--- src/pkg/lfc_defs.svh ---
// Register map, field positions, reset values and timing counts
`ifndef LFC_DEFS_SVH
`define LFC_DEFS_SVH

// Register addresses on the serial control port
`define LFC_ADR_LINE_CTRL  7'h40
`define LFC_ADR_CUR_LIMIT  7'h47
`define LFC_ADR_OC_VOLT    7'h48
`define LFC_ADR_CM_VOLT    7'h49
`define LFC_ADR_ALARM_CFG  7'h42
`define LFC_ADR_ALARM_STAT 7'h13
`define LFC_ADR_RES_FIRST  7'h4E
`define LFC_ADR_RES_LAST   7'h59

// Reset values (codes)
`define LFC_RST_STATE      3'h0
`define LFC_RST_CUR_LIMIT  3'h0
`define LFC_RST_OC_VOLT    6'h20
`define LFC_RST_CM_VOLT    6'h02
`define LFC_RST_ALARM_CFG  2'h0

// Setting scales: base and step per code
`define LFC_CUR_BASE_UA    20000
`define LFC_CUR_STEP_UA    3000
`define LFC_OCV_STEP_MV    1500

// Field positions
`define LFC_BIT_AUTO_OPEN  0
`define LFC_BIT_ALARM_IE   1
`define LFC_BIT_ALARM_FLAG 0
`define LFC_BIT_RD         7
`define LFC_BIT_SIGN       7

// Measurement scaling
`define LFC_MAG_MAX        6'h3F
`define LFC_RAW_COUNT      10

// Serial frame bit counts
`define LFC_SPI_CMD_LAST   5'h07
`define LFC_SPI_RD_LOAD    5'h08
`define LFC_SPI_DATA_LAST  5'h0F
`define LFC_SPI_END        5'h10

// Pin idle levels: alarm, data in, select, serial clock
`define LFC_PIN_IDLE       4'h2

// Timing: clock rate and converter refresh rate
`define LFC_CLK_HZ         50000000
`define LFC_REFRESH_HZ     800
`define LFC_REFRESH_CYC    (`LFC_CLK_HZ / `LFC_REFRESH_HZ)

`endif

--- src/pkg/lfc_pkg.sv ---
// Types shared by the linefeed control block
`default_nettype none
package lfc_pkg;

  // Linefeed operating states, encoded as the selector codes
  typedef enum logic [2:0] {
    LFC_OPEN      = 3'h0,
    LFC_FWD_ACT   = 3'h1,
    LFC_FWD_OHT   = 3'h2,
    LFC_TIP_OPEN  = 3'h3,
    LFC_RINGING   = 3'h4,
    LFC_REV_ACT   = 3'h5,
    LFC_REV_OHT   = 3'h6,
    LFC_RING_OPEN = 3'h7
  } lfc_state_t;

  // Enables toward the line drivers and audio path
  typedef struct packed {
    logic tip_drive;
    logic ring_drive;
    logic audio_pwr;
    logic ring_gen;
    logic reverse;
  } lfc_drive_t;

  // Raw converter samples; iq[0] is transistor 1
  typedef struct packed {
    logic [5:0][7:0] iq;
    logic [7:0]      vbat2;
    logic [7:0]      vbat1;
    logic [7:0]      vring;
    logic [7:0]      vtip;
  } lfc_sense_t;

  // Twelve result registers, entry 0 is loop voltage
  typedef logic [11:0][7:0] lfc_results_t;

endpackage
`default_nettype wire

--- src/verilog/lfc_top.sv ---
// Linefeed state and dc feed control with serial register port
//
// What this block does
// - Six-bit open-circuit voltage code, 1.5 V steps.
// - Three-bit current limit, 20 mA plus 3 mA.
// - Six-bit common-mode offset, resets to 3 V.
// - Decode three-bit selector into eight line states.
// - Line control register write sets operating state.
// - Open state removes all drive on both leads.
// - Block can enter open state by itself.
// - Alarm sets flag, interrupt; forced open if enabled.
// - Active states feed line, audio path off.
// - On-hook transmission states power audio path.
// - Tip open: tip drive off, ring fed.
// - Ring open: ring drive off, tip fed.
// - Ringing state drives ringing waveform onto leads.
// - Results refreshed together at 800 Hz.
// - Loop voltage as sign plus six-bit magnitude.
// - Ground start reports ring voltage as loop voltage.
// - Loop current is half the pair difference sum.
// - One lead open: loop current left unhalved.
// - Twelve contiguous readable measurement result registers.
`timescale 1ns/10ps
`default_nettype none
`include "lfc_defs.svh"
module lfc_top
  import lfc_pkg::*;
#(
  parameter int REFRESH_CYCLES = `LFC_REFRESH_CYC
)
(
  // Clock, reset, enable
  input  wire logic   MCLK,
  input  wire logic   RST,
  input  wire logic   CE,
  // Serial control port
  input  wire logic   SCLK,
  input  wire logic   CS_N,
  input  wire logic   SDI,
  output logic        SDO_O,
  output logic        SDO_OE,
  // Converter samples and power alarm
  input  wire lfc_sense_t SENSE,
  input  wire logic   PWR_ALARM,
  // Line driver control
  output lfc_drive_t  DRIVE,
  output lfc_state_t  LINE_STATE_SEL,
  output logic [2:0]  FEED_CURRENT_CAP_SEL,
  output logic [5:0]  OPEN_LOOP_VOLT_SEL,
  output logic [5:0]  HEADROOM_OFFSET_SEL,
  // Alarm interrupt
  output logic        INT_N
);

  localparam logic [3:0] PIN_IDLE = `LFC_PIN_IDLE;

  // Control registers
  lfc_state_t sel_ff;
  logic [2:0] cap_ff;
  logic [5:0] ocv_ff;
  logic [5:0] hro_ff;
  logic [1:0] acfg_ff;
  logic       alarm_ff;
  logic       int_n_ff;
  lfc_drive_t drv_ff;

  // Serial engine state
  logic [4:0] bit_cnt_ff;
  logic [7:0] sh_in_ff;
  logic [7:0] cmd_ff;
  logic [7:0] sdo_sh_ff;
  logic       sdo_oe_ff;

  // Pin synchroniser results
  wire logic [3:0] pin_in;
  wire logic [3:0] pin_st;
  wire logic [3:0] pin_rise;
  wire logic [3:0] pin_fall;

  // Next values
  lfc_state_t nxt_sel;
  lfc_drive_t nxt_drv;
  wire logic  nxt_alarm;

  // Serial and alarm strobes, alarm settings
  wire logic  sclk_rise;
  wire logic  sclk_fall;
  wire logic  sel_n;
  wire logic  sdi_st;
  wire logic  alarm_evt;
  wire logic  auto_open_on_alarm;
  wire logic  alarm_ie;

  // Register bus decode
  wire logic  wr_stb;
  wire logic [6:0] wr_addr;
  wire logic [7:0] wr_data;
  wire logic [6:0] rd_addr;
  wire logic [7:0] rd_data;
  wire logic  in_res;
  wire logic [3:0] res_idx;
  wire logic  wr_line;
  wire logic  wr_cap;
  wire logic  wr_ocv;
  wire logic  wr_hro;
  wire logic  wr_acfg;
  wire logic  wr_stat;

  // Result registers from the converter
  lfc_results_t results;

  // Pins from outside: three stages, change taken once 2nd and 3rd agree
  assign pin_in = {PWR_ALARM, SDI, CS_N, SCLK};

  genvar gi;
  for (gi = 0; gi < 4; gi++) begin : g_sync
    logic [2:0] sh_ff;
    logic       st_ff;
    logic       prev_ff;
    // Shift chain, agreed level and the level one clock back
    always_ff @(posedge MCLK) begin
      if (RST) begin
        sh_ff   <= {3{PIN_IDLE[gi]}};
        st_ff   <= PIN_IDLE[gi];
        prev_ff <= PIN_IDLE[gi];
      end else if (CE) begin
        sh_ff   <= {sh_ff[1:0], pin_in[gi]};
        prev_ff <= st_ff;
        if (sh_ff[1] == sh_ff[2]) begin
          st_ff <= sh_ff[2];
        end
      end
    end
    // Agreed level, and edge pulses that last one clock
    assign pin_st[gi]   = st_ff;
    assign pin_rise[gi] = st_ff & ~prev_ff;
    assign pin_fall[gi] = ~st_ff & prev_ff;
  end

  // Serial strobes, valid only while selected, so that
  // clock edges between frames count for nothing
  assign sel_n     = pin_st[1];
  assign sdi_st    = pin_st[2];
  assign sclk_rise = pin_rise[0] & ~sel_n;
  assign sclk_fall = pin_fall[0] & ~sel_n;
  assign alarm_evt = pin_rise[3];

  // Write strobe on the sixteenth rising serial clock
  assign wr_stb  = sclk_rise & (bit_cnt_ff == `LFC_SPI_DATA_LAST)
                 & ~cmd_ff[`LFC_BIT_RD];
  assign wr_addr = cmd_ff[6:0];
  assign wr_data = {sh_in_ff[6:0], sdi_st};

  // Serial shift-in, command capture and bit count
  always_ff @(posedge MCLK) begin
    if (RST) begin
      bit_cnt_ff <= 5'h00;
      sh_in_ff   <= 8'h00;
      cmd_ff     <= 8'h00;
    end else if (CE) begin
      if (sel_n) begin
        bit_cnt_ff <= 5'h00;
      end else if (sclk_rise && bit_cnt_ff != `LFC_SPI_END) begin
        sh_in_ff   <= {sh_in_ff[6:0], sdi_st};
        bit_cnt_ff <= bit_cnt_ff + 5'h01;
        if (bit_cnt_ff == `LFC_SPI_CMD_LAST) begin
          cmd_ff <= {sh_in_ff[6:0], sdi_st};
        end
      end
    end
  end

  // Serial read data, shifted out on falling serial clock
  always_ff @(posedge MCLK) begin
    if (RST) begin
      sdo_sh_ff <= 8'h00;
      sdo_oe_ff <= 1'b0;
    end else if (CE) begin
      if (sel_n) begin
        sdo_oe_ff <= 1'b0;
      end else if (sclk_fall) begin
        if (bit_cnt_ff == `LFC_SPI_RD_LOAD && cmd_ff[`LFC_BIT_RD]) begin
          sdo_sh_ff <= rd_data;
          sdo_oe_ff <= 1'b1;
        end else if (bit_cnt_ff > `LFC_SPI_RD_LOAD) begin
          sdo_sh_ff <= {sdo_sh_ff[6:0], 1'b0};
        end
      end
    end
  end

  assign SDO_O  = sdo_sh_ff[7];
  assign SDO_OE = sdo_oe_ff;

  // Write address decode
  assign wr_line = wr_stb & (wr_addr == `LFC_ADR_LINE_CTRL);
  assign wr_cap  = wr_stb & (wr_addr == `LFC_ADR_CUR_LIMIT);
  assign wr_ocv  = wr_stb & (wr_addr == `LFC_ADR_OC_VOLT);
  assign wr_hro  = wr_stb & (wr_addr == `LFC_ADR_CM_VOLT);
  assign wr_acfg = wr_stb & (wr_addr == `LFC_ADR_ALARM_CFG);
  assign wr_stat = wr_stb & (wr_addr == `LFC_ADR_ALARM_STAT);

  // Read mux; results form one contiguous block, unmapped reads zero
  assign rd_addr = cmd_ff[6:0];
  assign in_res  = (rd_addr >= `LFC_ADR_RES_FIRST)
                 & (rd_addr <= `LFC_ADR_RES_LAST);
  // Offset into the block; only used while in_res holds
  assign res_idx = 4'(rd_addr - `LFC_ADR_RES_FIRST);
  assign rd_data =
      (rd_addr == `LFC_ADR_LINE_CTRL)  ? {5'h00, sel_ff} :
      (rd_addr == `LFC_ADR_CUR_LIMIT)  ? {5'h00, cap_ff} :
      (rd_addr == `LFC_ADR_OC_VOLT)    ? {2'h0, ocv_ff} :
      (rd_addr == `LFC_ADR_CM_VOLT)    ? {2'h0, hro_ff} :
      (rd_addr == `LFC_ADR_ALARM_CFG)  ? {6'h00, acfg_ff} :
      (rd_addr == `LFC_ADR_ALARM_STAT) ? {7'h00, alarm_ff} :
      in_res                           ? results[res_idx] : 8'h00;

  // Alarm settings and sticky flag; a new event beats a clear
  // so that an alarm in the clearing cycle is never lost
  assign auto_open_on_alarm = acfg_ff[`LFC_BIT_AUTO_OPEN];
  assign alarm_ie           = acfg_ff[`LFC_BIT_ALARM_IE];
  assign nxt_alarm = alarm_evt
                   | (alarm_ff
                      & ~(wr_stat & wr_data[`LFC_BIT_ALARM_FLAG]));

  // State selector: alarm with auto-open forces open over any write
  always_comb begin
    nxt_sel = sel_ff;
    if (alarm_evt && auto_open_on_alarm) begin
      nxt_sel = LFC_OPEN;
    end else if (wr_line) begin
      nxt_sel = lfc_state_t'(wr_data[2:0]);
    end
  end

  // State selector and alarm flag
  always_ff @(posedge MCLK) begin
    if (RST) begin
      sel_ff   <= lfc_state_t'(`LFC_RST_STATE);
      alarm_ff <= 1'b0;
    end else if (CE) begin
      sel_ff   <= nxt_sel;
      alarm_ff <= nxt_alarm;
    end
  end

  // Feed and alarm settings, each loaded by its own write
  always_ff @(posedge MCLK) begin
    if (RST) begin
      cap_ff   <= `LFC_RST_CUR_LIMIT;
      ocv_ff   <= `LFC_RST_OC_VOLT;
      hro_ff   <= `LFC_RST_CM_VOLT;
      acfg_ff  <= `LFC_RST_ALARM_CFG;
    end else if (CE) begin
      if (wr_cap) begin
        cap_ff <= wr_data[2:0];
      end
      if (wr_ocv) begin
        ocv_ff <= wr_data[5:0];
      end
      if (wr_hro) begin
        hro_ff <= wr_data[5:0];
      end
      if (wr_acfg) begin
        acfg_ff <= wr_data[1:0];
      end
    end
  end

  // Line state decode into driver and audio enables
  always_comb begin
    nxt_drv = '0;
    unique case (sel_ff)
      LFC_OPEN: begin
        nxt_drv = '0;
      end
      LFC_FWD_ACT: begin
        nxt_drv.tip_drive  = 1'b1;
        nxt_drv.ring_drive = 1'b1;
      end
      LFC_FWD_OHT: begin
        nxt_drv.tip_drive  = 1'b1;
        nxt_drv.ring_drive = 1'b1;
        nxt_drv.audio_pwr  = 1'b1;
      end
      LFC_TIP_OPEN: begin
        nxt_drv.ring_drive = 1'b1;
      end
      LFC_RINGING: begin
        nxt_drv.tip_drive  = 1'b1;
        nxt_drv.ring_drive = 1'b1;
        nxt_drv.ring_gen   = 1'b1;
      end
      LFC_REV_ACT: begin
        nxt_drv.tip_drive  = 1'b1;
        nxt_drv.ring_drive = 1'b1;
        nxt_drv.reverse    = 1'b1;
      end
      LFC_REV_OHT: begin
        nxt_drv.tip_drive  = 1'b1;
        nxt_drv.ring_drive = 1'b1;
        nxt_drv.audio_pwr  = 1'b1;
        nxt_drv.reverse    = 1'b1;
      end
      LFC_RING_OPEN: begin
        nxt_drv.tip_drive  = 1'b1;
      end
    endcase
  end

  // Registered driver enables and interrupt
  always_ff @(posedge MCLK) begin
    if (RST) begin
      drv_ff   <= '0;
      int_n_ff <= 1'b1;
    end else if (CE) begin
      drv_ff   <= nxt_drv;
      int_n_ff <= ~(alarm_ff & alarm_ie);
    end
  end

  assign DRIVE                = drv_ff;
  assign LINE_STATE_SEL       = sel_ff;
  assign FEED_CURRENT_CAP_SEL = cap_ff;
  assign OPEN_LOOP_VOLT_SEL   = ocv_ff;
  assign HEADROOM_OFFSET_SEL  = hro_ff;
  assign INT_N                = int_n_ff;

  // Converter results
  lfc_meas #(
    .REFRESH_CYCLES (REFRESH_CYCLES)
  ) u_meas (
    .clk     (MCLK),
    .rst     (RST),
    .ce      (CE),
    .sense   (SENSE),
    .state   (sel_ff),
    .results (results)
  );

endmodule
`default_nettype wire

--- src/verilog/lfc_meas.sv ---
// Converter refresh, result capture and loop value derivation
`timescale 1ns/10ps
`default_nettype none
`include "lfc_defs.svh"
module lfc_meas
  import lfc_pkg::*;
#(
  parameter int REFRESH_CYCLES = `LFC_REFRESH_CYC
)
(
  // Clock, reset, enable
  input  wire logic   clk,
  input  wire logic   rst,
  input  wire logic   ce,
  // Converter samples and present line state
  input  wire lfc_sense_t sense,
  input  wire lfc_state_t state,
  // Result registers
  output lfc_results_t results
);

  localparam logic [15:0] TICK_LAST = 16'(REFRESH_CYCLES - 1);

  logic [15:0] cnt_ff;
  logic [7:0]  lv_ff;
  logic [7:0]  li_ff;

  wire logic       tick;
  wire logic [8:0] v_diff;
  wire logic [8:0] v_abs;
  wire logic [9:0] i_sum;
  wire logic [9:0] i_abs;
  wire logic [6:0] v_mag;
  wire logic [7:0] i_mag;
  wire logic       gnd_start;
  wire logic       lead_open;
  wire logic [7:0] nxt_lv;
  wire logic [7:0] nxt_li;
  wire logic [9:0][7:0] raw;

  // Refresh strobe at the converter rate
  assign tick = (cnt_ff == TICK_LAST);

  // Loop voltage: ring minus tip, ring alone for ground start
  assign gnd_start = (state == LFC_TIP_OPEN);
  assign v_diff = {1'b0, sense.vring} - {1'b0, sense.vtip};
  assign v_abs  = v_diff[8] ? (~v_diff + 9'h001) : v_diff;
  assign v_mag  = gnd_start ? {1'b0, sense.vring[7:2]} : v_abs[8:2];
  assign nxt_lv = {gnd_start | v_diff[8], 1'b0,
                   (v_mag > 7'h3F) ? `LFC_MAG_MAX : v_mag[5:0]};

  // Loop current: halved pair sum, unhalved with one lead open
  assign lead_open = (state == LFC_TIP_OPEN) | (state == LFC_RING_OPEN);
  assign i_sum = {2'h0, sense.iq[0]} - {2'h0, sense.iq[1]}
               + {2'h0, sense.iq[4]} - {2'h0, sense.iq[5]};
  assign i_abs = i_sum[9] ? (~i_sum + 10'h001) : i_sum;
  assign i_mag = lead_open ? i_abs[9:2] : {1'b0, i_abs[9:3]};
  assign nxt_li = {i_sum[9], 1'b0,
                   (i_mag > 8'h3F) ? `LFC_MAG_MAX : i_mag[5:0]};

  // Refresh counter and derived results
  always_ff @(posedge clk) begin
    if (rst) begin
      cnt_ff <= 16'h0000;
      lv_ff  <= 8'h00;
      li_ff  <= 8'h00;
    end else if (ce) begin
      cnt_ff <= tick ? 16'h0000 : cnt_ff + 16'h0001;
      if (tick) begin
        lv_ff <= nxt_lv;
        li_ff <= nxt_li;
      end
    end
  end

  assign raw = sense;
  assign results[0] = lv_ff;
  assign results[1] = li_ff;

  // Raw sample capture, one entry per register
  genvar gi;
  for (gi = 0; gi < `LFC_RAW_COUNT; gi++) begin : g_cap
    logic [7:0] cap_ff;
    always_ff @(posedge clk) begin
      if (rst) begin
        cap_ff <= 8'h00;
      end else if (ce && tick) begin
        cap_ff <= raw[gi];
      end
    end
    assign results[gi + 2] = cap_ff;
  end

endmodule
`default_nettype wire

--- config.mk ---
export PLATFORM = sky130hd
export DESIGN_NAME = lfc_top
export DESIGN_NICKNAME = d
export VERILOG_FILES = /design/src/pkg/lfc_pkg.sv /design/src/verilog/lfc_top.sv /design/src/verilog/lfc_meas.sv
export VERILOG_INCLUDE_DIRS = /design/src /design/src/pkg
export SDC_FILE = /design/constraint.sdc
export NUM_CORES = 1
export LEC_CHECK = 0
export BUFFER_PORTS_ARGS = -buffer_cell sky130_fd_sc_hd__buf_2
export CORE_MARGIN = 2
export CORE_UTILIZATION = 25
export DETAILED_ROUTE_END_ITERATION = 8
export PLACE_DENSITY = 0.42
export SLEW_MARGIN = 5
export SYNTH_ARGS = -nofsm -noshare
export SYNTH_HDL_FRONTEND = slang
export SYNTH_SLANG_ARGS = --single-unit
--- constraint.sdc ---
create_clock -name MCLK -period 4.7 [get_ports MCLK]
set_input_delay 0.47 -clock MCLK [delete_from_list [all_inputs] [get_ports MCLK]]
set_output_delay 0.47 -clock MCLK [all_outputs]
set_load 0.02 [all_outputs]
==> summary.md <==
| Metric | Value |
|---|---|
| Share of power burned in registers | `0.401` |
| Post-Layout Cell Count | `1806` |
| Avg Inst Size Synth | `8.226 µm²` |
| Gate power share | `0.203` |
| Worst Setup Start Kind | `input pin` |
| Clock H-tree levels | `4` |
| Clock root buffer | `clkbuf_16` |
| Final design utilization | `0.2973` |
| Max transition margin | `0.2743` |
| Post-CTS Hold Buffers | `0` |
| FP Rows | `72` |
| Synth Warn # | `0` |
| Worst ir drop on vdd | `0.1855 mV` |
| Mapped cell area | `9863 µm²` |
| Synth cell types | `69` |
| Initial antenna violation count | `0` |
| Seq/Total Area, Yosys | `0.3735` |
| Switching Share | `0.2956` |
| Final setup fails | `0` |
| Slew at the pin closest to its max-slew limit | `1089 ps` |
| Post-route minimum period | `4294 ps` |
| Area leader, netlist | `dfxtp_1` |
| CP Max Fanout | `5` |
| Routability Congestion | `0.8219` |
| Area delta synth->final | `17.05%` |
| Ant diodes | `0` |
| Psw | `1158 µW` |
| DR WL/cell | `16.34 µm` |
| Max Fclk | `232.9 MHz` |
| Critical path data arrival time | `4560 ps` |
| Placed insts | `1774` |
| DP HPWL | `21550 µm` |
| Int Power | `2758 µW` |
| Routed Antenna Nets | `0` |
| Pwr Density | `339.2 nW/µm²` |
| Unrepaired setup endpoints after global routing | `false` |
| Vias in the first global route | `8325` |
| WP data required | `4970 ps` |
| Leakage | `0.004310 µW` |
| Fillers | `4184` |
| Max Cap Viol | `0` |
| CTS resizes | `0` |
| CTS Buf Count | `17` |
| DRT Pass-1 Iters | `9` |
| CTS tree | `done` |
| Final nets | `1405` |
| Final Skew | `12.53 ps` |
| Pre-CTS WS | `-20.19 ps` |
| Clock Tree Buf Depth | `2` |
| Die Area | `41060 µm²` |
| Grt ovf | `0` |
| Critical path endpoint category | `register` |
| Clk sinks | `184` |
| Clk slew on worst S/H paths | `70 ps` |
| Worst setup path class | `input pin to register` |
| Ys flop type | `dfxtp_1` |
| Clock power frac | `0.396` |
| Hold WC Path Type | `input pin to register` |
| Slew Limit Fails | `0` |
| Routed WL | `29520 µm` |
| Syn Nets | `1329` |
| Drc violations | `0` |
| First-pass GRT wire length | `47150 µm` |
| Asr flop ratio synth | `0` |
| Port bufs | `112` |
| Cells after Synth | `1199` |
| Synth top area share | `0.3735` |
| Status | `complete, no violations` |
| Via density | `4.699` |
| Pin count of the biggest net entering global routing | `97` |
| Die width | `202.6 µm` |
| Core Box Area | `38830 µm²` |
| Final cycle utilization of the critical path | `0.9137` |
| Largest cells by area after synthesis | `dfxtp_1, nand2_1, a21oi_1` |
| Final hold vios | `0` |
| Initial Util | `0.2540` |
| Io pins | `113` |
| Share of cells above drive strength 1 | `0.1592` |
| Initial DRC count | `495` |
| EDFF count, synth | `0` |
| Vias after detailed routing | `8486` |
| Worst Slack Setup Final | `405.8 ps` |
| Die height | `202.6 µm` |
| Synthesized flop and latch total | `184` |
| Total GRT Usage | `0.1465` |
| Clock latency on the worst-skew pair | `440 ps` |
| Setup bufs post-CTS | `0` |
[cells in the final DEF, fill, tap and decap left out, types with 28 or more instances in the layout]
cell / synthesis / routed
nand2_1: 222 / 222
dfxtp_1: 184 / 183
a21oi_1: 126 / 126
nor2_1: 122 / 122
buf_2: 8 / 111
inv_1: 66 / 66
mux2i_1: 47 / 47
ha_1: 33 / 33
o21ai_0: 32 / 32
nand3_1: 28 / 28
[layout make-up]
type | instances | area [µm²] | area share
Timing Repair Buffer | 126 | 668.1 | 0.05787
Tap cell | 518 | 648.1 | 0.05614
Inverter | 66 | 247.7 | 0.02146
Clock inverter | 14 | 186.4 | 0.01615
Multi-Input combinational cell | 880 | 5670 | 0.4912
Clock buffer | 18 | 439.2 | 0.03804
Sequential cell | 184 | 3685 | 0.3192
[Yosys cell counts, types with 3 or more instances]
| cell | n |
|---|---|
| a31oi_1 | 8 |
| dfxtp_1 | 184 |
| o221ai_1 | 3 |
| nor2_1 | 122 |
| and2_1 | 4 |
| o21ai_0 | 32 |
| o211ai_1 | 5 |
| o32ai_1 | 3 |
| a211o_1 | 7 |
| nand2b_1 | 11 |
| o21a_1 | 6 |
| or2_2 | 6 |
| xor2_1 | 17 |
| a221oi_1 | 5 |
| a21oi_1 | 126 |
| o22ai_1 | 12 |
| fa_1 | 10 |
| buf_1 | 4 |
| ha_1 | 33 |
| clkbuf_1 | 55 |
| and3_1 | 9 |
| o21bai_1 | 3 |
| or3_1 | 3 |
| a22oi_1 | 7 |
| nor2b_1 | 17 |
| nor3_1 | 21 |
| buf_2 | 8 |
| nor3b_1 | 4 |
| nand2_1 | 222 |
| xnor2_1 | 14 |
| inv_1 | 66 |
| a21o_1 | 7 |
| nand4_1 | 4 |
| a211oi_1 | 16 |
| mux4_2 | 23 |
| mux2i_1 | 47 |
| nand3b_1 | 5 |
| nand3_1 | 28 |
[kinds of logic (layout without fill, tap and decap cells)]
| family | Yosys count | in the layout | share of synthesized area |
|---|---|---|---|
| mux | 70 | 70 | 0.1002 |
| xor+xnor | 33 | 33 | 0.03197 |
| compound gates | 259 | 259 | 0.1624 |
| buf+inv | 135 | 224 | 0.05315 |
| flops | 184 | 184 | 0.3735 |
| fa+ha+maj | 44 | 44 | 0.06330 |
| simple gates | 474 | 474 | 0.2155 |
[power by group through the flow]
stage / logic, µW / registers, µW / clock network, µW
final: 794 / 1570 / 1550
after CTS: 794 / 1570 / 1600
after global routing: 891 / 1570 / 1650
after global placement: 785 / 1610 / 0
after detailed placement: 786 / 1610 / 0
after floorplan: 580 / 1610 / 0
[worst max-delay path, cell delays in order]
cell and delay, ps:
buf_2 90, inv_1 40, ha_1 220, fa_1 400, nor2b_1 120, o21ai_0 110, a21oi_1 210, o21ai_0 120
nand2b_1 130, xnor2_1 90, fa_1 480, inv_1 40, ha_1 290, o21a_1 110, nor2_1 160, a21oi_1 110
or4b_1 490, o211ai_1 230, o22ai_1 120, a21oi_1 390, a211oi_1 130
[state kept, by name, summed over array words and instances, names as in the netlist, 4 cells and up]
signal / count
cmd_ff: 8
HEADROOM_OFFSET_SEL: 6
bit_cnt_ff: 5
OPEN_LOOP_VOLT_SEL: 6
sdo_sh_ff: 8
u_meas.lv_ff: 7
g_sync.sh_ff: 12
g_sync.st_ff: 4
sh_in_ff: 7
u_meas.g_cap.cap_ff: 80
u_meas.cnt_ff: 16
u_meas.li_ff: 7
DRIVE: 5
[metrics by stage]
step	hold WS (ps)	power (µW)	TNS [ps]	instance area (µm²)
after floorplan	428.6	2185	0	9863
after global placement	436.7	2390	0	10920
after detailed placement	444.8	2392	-63.53	10920
after CTS	227.2	3961	0	11540
after global routing	243.0	4111	0	11540
final	243.3	3916	0	11540
[layer usage]
metal,global-route usage,part of all wire,vias to the layer above
met2,0.2351,0.46,145
met5,0,0,-
met1,0.2080,0.50,4048
met4,0.03467,0.010,0
li1,-,-,4276
met3,0.01942,0.034,17
[worst paths after layout]
check,startpoint,endpoint,slack (ps),cells after the start
setup reg to reg,u_meas.cnt_ff[2]$_SDFFE_PP0P_,u_meas.g_cap[6].cap_ff[2]$_SDFFE_PP0P_,1880,5
hold / removal,CS_N,g_sync[1].sh_ff[0]$_SDFFE_PP1P_,240,2
setup / recovery,SENSE[32],u_meas.li_ff[1]$_SDFFE_PP0P_,410,21
hold reg to reg,u_meas.g_cap[2].cap_ff[7]$_SDFFE_PP0P_,u_meas.g_cap[2].cap_ff[7]$_SDFFE_PP0P_,450,2
Note: power is estimated with default switching activity, not from simulation.
